$ cat config.mk
export PLATFORM = sky130hd
export DESIGN_NAME = asr_receiver
export DESIGN_NICKNAME = d
export VERILOG_FILES = /design/src/hdl/asr_pkg.sv /design/src/hdl/asr_receiver.sv /design/src/hdl/asr_fifo.sv
export SDC_FILE = /design/constraint.sdc
export NUM_CORES = 2
export LEC_CHECK = 0
export BUFFER_PORTS_ARGS = -buffer_cell sky130_fd_sc_hd__clkbuf_2
export CORE_MARGIN = 4
export CORE_UTILIZATION = 50
export DETAILED_ROUTE_END_ITERATION = 6
export GPL_TIMING_DRIVEN = 0
export PLACE_DENSITY_LB_ADDON = 0.08
export SLEW_MARGIN = 20
export SYNTH_ARGS = -nofsm -noshare
export SYNTH_HDL_FRONTEND = slang
export SYNTH_SLANG_ARGS = --single-unit
export TNS_END_PERCENT = 5
$ cat constraint.sdc
create_clock -name CLK -period 10.77 [get_ports CLK]
set_input_delay 1.077 -clock CLK [delete_from_list [all_inputs] [get_ports CLK]]
set_output_delay 1.077 -clock CLK [all_outputs]
set_load 0.01 [all_outputs]
$ cat src/hdl/asr_pkg.sv
// shared constants and types for the ascii string receiver
package asr_pkg;
  localparam int unsigned CLK_HZ        = 125_000_000;
  localparam int unsigned MS_PER_S      = 1000;
  localparam int unsigned ASR_MS_CYCLES = CLK_HZ / MS_PER_S;
  localparam int unsigned ASR_PRE_W     = $clog2(ASR_MS_CYCLES + 1);
  localparam int unsigned ASR_FIFO_W    = 64;
  localparam int unsigned ASR_FIFO_D    = 16;
  localparam int unsigned ASR_WPE       = 4;
  localparam logic [7:0]  ASR_MAX_LEN   = 8'h80;
  localparam logic [7:0]  ASR_MIN_LEN   = 8'h01;

  typedef enum logic [1:0] {ASR_SWAP_NONE, ASR_SWAP_ALL, ASR_SWAP_NONNULL} asr_swap_t;
  typedef enum logic {ASR_STRING_TRANSMIT_OP, ASR_STRING_RECEIVE_OP} asr_port_op_t;
  typedef enum logic [2:0] {ASR_IDLE, ASR_WAIT, ASR_RECV, ASR_COMMIT, ASR_DONE, ASR_ERR} asr_state_t;

  typedef struct packed {
    logic        fixed_mode;
    logic [7:0]  length;
    logic        two_term;
    logic [7:0]  term1;
    logic [7:0]  term2;
    asr_swap_t   byte_exchange_op;
    logic [15:0] ichar_ms;
    logic [15:0] first_ms;
    logic [15:0] dest;
  } asr_cfg_t;

  typedef struct packed {
    logic busy;
    logic complete;
    logic ichar_err;
    logic first_err;
    logic overflow;
  } asr_flags_t;

  typedef struct packed {
    logic        we;
    logic [15:0] addr;
    logic [15:0] data;
  } asr_wr_t;
endpackage

$ cat src/hdl/asr_receiver.sv
// ascii string receiver on the second serial port
// Operation
// - port is receive or transmit only, never both at once
// - strings go to consecutive words from destination, two characters per word
// - fixed mode takes exactly the set count of 1 to 128 bytes
// - fixed mode sets complete after last byte, cleared by dropping permissive
// - busy stays high while a string is being received
// - gap between characters longer than limit raises inter-character error
// - a string cut by inter-character timeout is never stored
// - inter-character error clears only when permissive drops or the port is set to transmit
// - no first character within limit sets first error, cleared by permissive
// - a limit of zero milliseconds disables that timeout
// - byte exchange per word: none, all, or all but null
// - variable mode takes strings up to max length, ended by terminator
// - terminator is one or two set character values
// - variable mode sets complete at terminator, cleared by permissive
// - variable mode sets overflow when bytes exceed the max length
`timescale 1ns/1ns
module asr_receiver
  import asr_pkg::*;
#(
  parameter int unsigned MS_CYCLES = ASR_MS_CYCLES
) (
  input  wire logic         CLK,
  input  wire logic         RESET,
  input  wire logic         PERMISSIVE,
  input  wire asr_port_op_t SECOND_PORT_SELECT,
  input  wire asr_cfg_t     CFG,
  input  wire logic [7:0]   RX_DATA,
  input  wire logic         RX_VALID,
  output logic              RX_READY,
  output logic              TX_ENABLE,
  output asr_flags_t        FLAGS,
  output asr_wr_t           MEM_WR
);
  asr_state_t              state_reg, state_next;
  logic [7:0]              cnt_reg, cnt_next;
  logic [63:0]             acc_reg, acc_next;
  logic [7:0]              prev_reg, prev_next;
  logic [ASR_PRE_W-1:0]    pre_reg, pre_next;
  logic [15:0]             ms_reg, ms_next;
  asr_flags_t              flags_reg, flags_next;
  logic [6:0]              left_reg, left_next;
  logic [1:0]              sub_reg, sub_next;
  logic [15:0]             waddr_reg, waddr_next;
  asr_wr_t                 wr_reg, wr_next;
  logic                    rx_ready_reg, rx_ready_next;
  logic                    tx_en_reg, tx_en_next;

  logic                    enable;
  logic                    take;
  logic                    term_hit;
  logic                    end_str;
  logic [7:0]              eff_len;
  logic [63:0]             push_src;
  logic [63:0]             push_data;
  logic                    push;
  logic                    pop;
  logic                    fifo_in_ready;
  logic [ASR_FIFO_W-1:0]   fifo_out;
  logic                    fifo_out_valid;
  logic                    flush;

  // only an armed receive-mode port accepts characters
  assign enable = PERMISSIVE && (SECOND_PORT_SELECT == ASR_STRING_RECEIVE_OP);
  assign flush  = (state_reg == ASR_IDLE) || (state_reg == ASR_ERR);

  // out-of-range lengths are pulled into 1..128
  assign eff_len = (CFG.length == 8'h00) ? ASR_MIN_LEN :
                   (CFG.length > ASR_MAX_LEN) ? ASR_MAX_LEN : CFG.length;

  // per-word exchange of the entry going into the fifo
  genvar gi;
  generate
    for (gi = 0; gi < ASR_WPE; gi++) begin : g_swap
      logic [15:0] w;
      logic        do_swap;
      assign w       = push_src[gi*16 +: 16];
      assign do_swap = (CFG.byte_exchange_op == ASR_SWAP_ALL) ||
                       ((CFG.byte_exchange_op == ASR_SWAP_NONNULL) &&
                        (w[15:8] != 8'h00) && (w[7:0] != 8'h00));
      assign push_data[gi*16 +: 16] = do_swap ? {w[7:0], w[15:8]} : w;
    end
  endgenerate

  asr_fifo #(
    .WIDTH (ASR_FIFO_W),
    .DEPTH (ASR_FIFO_D)
  ) u_fifo (
    .clk       (CLK),
    .rst       (RESET),
    .flush     (flush),
    .in_data   (push_data),
    .in_valid  (push),
    .in_ready  (fifo_in_ready),
    .out_data  (fifo_out),
    .out_valid (fifo_out_valid),
    .out_ready (pop)
  );

  always_comb begin
    state_next = state_reg;
    cnt_next   = cnt_reg;
    acc_next   = acc_reg;
    prev_next  = prev_reg;
    flags_next = flags_reg;
    left_next  = left_reg;
    sub_next   = sub_reg;
    waddr_next = waddr_reg;
    wr_next    = wr_reg;
    wr_next.we = 1'b0;
    push_src   = acc_reg;
    push       = 1'b0;
    pop        = 1'b0;
    end_str    = 1'b0;
    take       = rx_ready_reg && RX_VALID;
    // two-character code needs the previous byte of this string
    term_hit   = CFG.two_term ? ((cnt_reg != 8'h00) && (prev_reg == CFG.term1) &&
                                 (RX_DATA == CFG.term2))
                              : (RX_DATA == CFG.term1);
    // millisecond timebase, restarted on each character
    if (pre_reg == ASR_PRE_W'(MS_CYCLES - 1)) begin
      pre_next = '0;
      ms_next  = (ms_reg == 16'hffff) ? ms_reg : ms_reg + 16'h0001;
    end else begin
      pre_next = pre_reg + 1'b1;
      ms_next  = ms_reg;
    end
    case (state_reg)
      ASR_IDLE: begin
        flags_next = '0;
        cnt_next   = 8'h00;
        acc_next   = '0;
        if (enable) begin
          state_next = ASR_WAIT;
          pre_next   = '0;
          ms_next    = 16'h0000;
        end
      end
      ASR_WAIT, ASR_RECV: begin
        if (take) begin
          state_next = ASR_RECV;
          pre_next   = '0;
          ms_next    = 16'h0000;
          prev_next  = RX_DATA;
          if (!CFG.fixed_mode && (cnt_reg == eff_len)) begin
            // byte past max is dropped, what fits is kept
            flags_next.overflow = 1'b1;
            end_str             = 1'b1;
            push                = (cnt_reg[2:0] != 3'h0);
          end else begin
            // low byte first, two characters to a word
            acc_next = acc_reg | (64'(RX_DATA) << {cnt_reg[2:0], 3'h0});
            cnt_next = cnt_reg + 8'h01;
            end_str  = CFG.fixed_mode ? (cnt_next == eff_len) : term_hit;
            push_src = acc_next;
            push     = (cnt_reg[2:0] == 3'h7) || end_str;
            if (push) begin
              acc_next = '0;
            end
          end
          if (end_str) begin
            state_next = ASR_COMMIT;
            left_next  = 7'((9'(cnt_next) + 9'h001) >> 1);
            sub_next   = 2'h0;
            waddr_next = CFG.dest;
          end
        end else if (state_reg == ASR_WAIT) begin
          if ((CFG.first_ms != 16'h0000) && (ms_reg >= CFG.first_ms)) begin
            flags_next.first_err = 1'b1;
            state_next           = ASR_ERR;
          end
        end else if ((CFG.ichar_ms != 16'h0000) && (ms_reg >= CFG.ichar_ms)) begin
          // fifo flush in the error state discards the partial string
          flags_next.ichar_err = 1'b1;
          state_next           = ASR_ERR;
        end
      end
      ASR_COMMIT: begin
        // fifo only drains after the whole string is in, so nothing partial lands
        if (left_reg == 7'h00) begin
          state_next          = ASR_DONE;
          flags_next.complete = !flags_reg.overflow;
        end else if (fifo_out_valid) begin
          wr_next.we   = 1'b1;
          wr_next.addr = waddr_reg;
          wr_next.data = fifo_out[{sub_reg, 4'h0} +: 16];
          waddr_next   = waddr_reg + 16'h0001;
          left_next    = left_reg - 7'h01;
          pop          = (sub_reg == 2'h3) || (left_reg == 7'h01);
          sub_next     = pop ? 2'h0 : sub_reg + 2'h1;
        end
      end
      ASR_DONE, ASR_ERR: begin
        state_next = state_reg;
      end
      default: begin
        state_next = ASR_IDLE;
      end
    endcase
    // flags and state only fall back here, when the program drops permissive or selects transmit
    if (!enable) begin
      state_next = ASR_IDLE;
      flags_next = '0;
    end
    flags_next.busy = (state_next == ASR_RECV) || (state_next == ASR_COMMIT);
    rx_ready_next   = ((state_next == ASR_WAIT) || (state_next == ASR_RECV)) && fifo_in_ready;
    tx_en_next      = (SECOND_PORT_SELECT == ASR_STRING_TRANSMIT_OP);
  end

  always_ff @(posedge CLK or posedge RESET) begin
    if (RESET) begin
      state_reg    <= ASR_IDLE;
      cnt_reg      <= 8'h00;
      acc_reg      <= '0;
      prev_reg     <= 8'h00;
      pre_reg      <= '0;
      ms_reg       <= 16'h0000;
      flags_reg    <= '0;
      left_reg     <= 7'h00;
      sub_reg      <= 2'h0;
      waddr_reg    <= 16'h0000;
      wr_reg       <= '0;
      rx_ready_reg <= 1'b0;
      tx_en_reg    <= 1'b0;
    end else begin
      state_reg    <= state_next;
      cnt_reg      <= cnt_next;
      acc_reg      <= acc_next;
      prev_reg     <= prev_next;
      pre_reg      <= pre_next;
      ms_reg       <= ms_next;
      flags_reg    <= flags_next;
      left_reg     <= left_next;
      sub_reg      <= sub_next;
      waddr_reg    <= waddr_next;
      wr_reg       <= wr_next;
      rx_ready_reg <= rx_ready_next;
      tx_en_reg    <= tx_en_next;
    end
  end

  assign RX_READY  = rx_ready_reg;
  assign TX_ENABLE = tx_en_reg;
  assign FLAGS     = flags_reg;
  assign MEM_WR    = wr_reg;
endmodule

$ cat src/hdl/asr_fifo.sv
// word fifo with registered read data
`timescale 1ns/1ns
module asr_fifo #(
  parameter int WIDTH = 64,
  parameter int DEPTH = 16
) (
  input  wire logic             clk,
  input  wire logic             rst,
  input  wire logic             flush,
  input  wire logic [WIDTH-1:0] in_data,
  input  wire logic             in_valid,
  output logic                  in_ready,
  output logic      [WIDTH-1:0] out_data,
  output logic                  out_valid,
  input  wire logic             out_ready
);
  localparam int AW = $clog2(DEPTH);

  logic [WIDTH-1:0] mem [DEPTH];
  logic [AW-1:0]    wr_ptr_reg, wr_ptr_next;
  logic [AW-1:0]    rd_ptr_reg, rd_ptr_next;
  logic [AW:0]      count_reg, count_next;
  logic [WIDTH-1:0] out_data_reg, out_data_next;
  logic             out_valid_reg, out_valid_next;
  logic             push;
  logic             load;

  assign in_ready  = (count_reg != (AW+1)'(DEPTH));
  assign out_data  = out_data_reg;
  assign out_valid = out_valid_reg;

  always_comb begin
    push           = in_valid && in_ready && !flush;
    load           = (count_reg != '0) && (!out_valid_reg || out_ready) && !flush;
    wr_ptr_next    = wr_ptr_reg;
    rd_ptr_next    = rd_ptr_reg;
    count_next     = count_reg;
    out_data_next  = out_data_reg;
    out_valid_next = out_valid_reg;
    if (flush) begin
      wr_ptr_next    = '0;
      rd_ptr_next    = '0;
      count_next     = '0;
      out_valid_next = 1'b0;
    end else begin
      if (push) begin
        wr_ptr_next = wr_ptr_reg + 1'b1;
      end
      if (load) begin
        out_data_next  = mem[rd_ptr_reg];
        out_valid_next = 1'b1;
        rd_ptr_next    = rd_ptr_reg + 1'b1;
      end else if (out_ready) begin
        out_valid_next = 1'b0;
      end
      count_next = count_reg + (AW+1)'(push) - (AW+1)'(load);
    end
  end

  // storage has no reset; only pointers define contents
  always_ff @(posedge clk) begin
    if (push) begin
      mem[wr_ptr_reg] <= in_data;
    end
  end

  always_ff @(posedge clk or posedge rst) begin
    if (rst) begin
      wr_ptr_reg    <= '0;
      rd_ptr_reg    <= '0;
      count_reg     <= '0;
      out_data_reg  <= '0;
      out_valid_reg <= 1'b0;
    end else begin
      wr_ptr_reg    <= wr_ptr_next;
      rd_ptr_reg    <= rd_ptr_next;
      count_reg     <= count_next;
      out_data_reg  <= out_data_next;
      out_valid_reg <= out_valid_next;
    end
  end
endmodule

==> flow_metrics.tcl <==
set metrics [dict create \
    peakVddDrop_v 0.000193 \
    synthesis.area_per_instance_um2 18.1 \
    drt_pass1_iterations 5 \
    dieWidth_um 334 \
    clockRootBuffer "sky130_fd_sc_hd__clkbuf_16" \
    first_global_vias 30300 \
    slew-limit-headroom_pct 24.5 \
    count_of_flip_flops_with_a_built_in_enable_after_synthesis 1024 \
    wl_um 146000 \
    max-cap-violations 0 \
    worst_tran_pin_value_ps 1130 \
    antenna_found_initial 9 \
    vias 29400 \
    dp_cells 4496 \
    synth.net_count 3080 \
    finalNonFillerCells 4746 \
    grt.total_usage_pct 26.6 \
    grt-ovfl-total 0 \
    clk_transition_reported_paths_ps 60 \
    totalPowerFinal_mw 10.7 \
    synth_seq_area_share_pct 70.1 \
    drt_antenna_net_count 0 \
    power.density_cell_area_mw_per_mm2 175 \
    postLayoutCoreUtil_pct 57.8 \
    fp-row-count 119 \
    htree_levels 4 \
    postSynth.asyncResetShare_pct 20.2 \
    layout-drive-gt1-share_pct 28.0 \
    cts.hold.buffers_added 0 \
    finalWorstPathRequiredPeriod_ps 5170 \
    critPathLaunchType "flip-flop" \
    arr_time_crit_path_ps 5760 \
    setup-violations-final 0 \
    floorplan.die_area_mm2 0.112 \
    clockBufferDepth 3 \
    largest_register_ffs 1024 \
    yosysWarningCount 0 \
    crit_chain "buf_2 > clkinv_1 > nor3_2 > nand2_1 > o21ai_0 > nand2_1 > or2_2 > clkbuf_1 > buf_2 > inv_1 > ha_1 > inv_1 > ha_1 > inv_1 > fa_1 > inv_1 > a21oi_1 > nor2_1 > or3_1 > a21oi_1" \
    num_ports 129 \
    largest_driver_fanout_on_the_critical_path 10 \
    die_height_um 334 \
    hold-worst-slack_ps 400 \
    clock_sinks 1283 \
    vias_per_cell 6.19 \
    timing.setup.critical_path_class "reg2reg" \
    gp_congestion 0.882 \
    remaining_drc_errors 0 \
    synthesis.area_mm2 0.0531 \
    area_growth_syn_to_layout_pct 14.7 \
    run_status "finished, final reports clean" \
    worst_ep_required_time_ps 11360 \
    grt_setup_unrepaired "no" \
    cts_buffers 135 \
    crit_path_end_kind "flip-flop" \
    detail_route.iter0.violations 3196 \
    critical_path.max_stage_delay_ps 670 \
    timing.final.crit_share_pct 48.0 \
    critPathMostFrequentCell "sky130_fd_sc_hd__inv_1" \
    worstSkewPairLatency_ps 750 \
    worst_hold_path_type "in2async" \
    core-area_mm2 0.105 \
    dominantRegCellSynth "sky130_fd_sc_hd__edfxtp_1" \
    timing.fmax_mhz 194 \
    ys_types 70 \
    grt_first_pass_wirelength_um 212000 \
    grt_max_degree 102 \
    post_cts_buffers 0 \
    synth-seq-cells 1283 \
    cts_tree "yes" \
    finalNetCount 3387 \
    place_hpwl_um 95100 \
    initial_core_util_pct 50.4 \
    worst_clock_skew_ps 33.1 \
    leakagePower_nw 20.9 \
    finalHoldViolations 0 \
    synthesis.instances 2937 \
    avgRoutedWirePerCell_um 30.8 \
    cts_repair_resize_count 0 \
    worst_path_slowest_cell "sky130_fd_sc_hd__nor3_2" \
    slew_viol_final 0 \
    io_buffer_count 128 \
]
-- power by group --
part	total (mW)	switching (mW)	internal, mW
Sequential	5.64	0.179	5.46
Combinational	0.554	0.270	0.284
Clock	4.48	1.90	2.58
-- synth_stat cells, drive strengths merged (13+ instances only) --
cell	number	area share [%]
a21oi	167	1.6
a31oi	14	0.16
and2	22	0.26
buf	47	0.43
clkbuf	105	0.74
dfrtp	259	12
edfxtp	1024	58
ha	53	1.2
inv	66	0.47
mux2	98	2.1
mux2i	73	1.4
mux4	336	14
nand2	88	0.63
nand3	34	0.32
nand4	21	0.25
nor2	173	1.2
nor2b	18	0.21
nor3	30	0.30
nor4	34	0.44
o21ai	57	0.54
or3	13	0.15
xnor2	43	0.74
xor2	41	0.68
-- cell families (layout without fill, tap and decap cells) --
group | count (synthesis) | count (layout) | synth area share, %
flip-flops | 1283 | 1283 | 70.1
multiplexers | 507 | 507 | 17.7
AND/OR/NAND/NOR | 480 | 480 | 4.44
AO/OA/AOI/OAI | 308 | 308 | 3.42
buffers and inverters | 220 | 635 | 1.66
XOR/XNOR | 85 | 85 | 1.45
adder cells (fa/ha/maj) | 54 | 54 | 1.29
other | 0 | 3 | 0
-- per-layer routing --
metal | track usage (%) | routed length [um] | share of wire [%]
met2 | 43.4 | 71900 | 49
met4 | 10.0 | 5410 | 3.7
met1 | 35.9 | 58400 | 40
met3 | 5.38 | 10700 | 7.3
met5 | 0 | 0 | 0
-- area by class of cell --
class / instances / area, um^2
antenna: 3 / 7.51
buffer: 152 / 653
clock buffer: 185 / 3770
clock inverter: 60 / 484
fill: 7872 / 44400
inverter: 68 / 263
multi-input combinational: 1434 / 15300
sequential: 1283 / 37200
tap: 1391 / 1740
timing repair buffer: 170 / 1540
-- per-stage QoR --
stage	setup TNS, ps	area [um^2]	worst slack, ps
2_1_floorplan	0	53100	2570
3_3_place_gp	-120870	55500	-505
3_5_place_dp	0	56500	5260
4_1_cts	0	60800	5550
5_1_grt	0	61000	5200
6_report	0	61000	5600
-- final timing paths --
kind / from / to / slack [ps] / cells after the start
max reg2reg: state_reg[0] / u_fifo.count_reg[4] / 5600 / 20
min: RESET / pre_reg[15] / 400 / 2
min in group CLK: pre_reg[0] / pre_reg[0] / 460 / 1
max: state_reg[0] / u_fifo.count_reg[4] / 5600 / 20
max in group asynchronous: RESET / waddr_reg[10] / 9010 / 4
min reg2reg: pre_reg[0] / pre_reg[0] / 460 / 1
-- worst max-delay path: cells and delay by family, from the launching register on --
family	cells	cell delay (ps)
AO/OA/AOI/OAI	3	590
buffers and inverters	8	1500
adder cells (fa/ha/maj)	3	830
AND/OR/NAND/NOR	6	1730
flip-flops	1	350
-- layout by cell type (no fill, tap or decap), drive strengths merged, types with 11 or more instances in the layout --
cell | synthesis | layout
edfxtp | 1024 | 1024
clkbuf | 105 | 430
mux4 | 336 | 336
dfrtp | 259 | 259
nor2 | 173 | 173
a21oi | 167 | 167
mux2 | 98 | 98
nand2 | 88 | 88
buf | 47 | 77
inv | 66 | 74
mux2i | 73 | 73
o21ai | 57 | 57
ha | 53 | 53
clkinv | 2 | 45
xnor2 | 43 | 43
xor2 | 41 | 41
nand3 | 34 | 34
nor4 | 34 | 34
nor3 | 30 | 30
and2 | 22 | 22
nand4 | 21 | 21
nor2b | 18 | 18
a31oi | 14 | 14
or3 | 13 | 13
and3 | 12 | 12
a21o | 12 | 12
o22a | 11 | 11
Power figures use the tool's default switching activity.
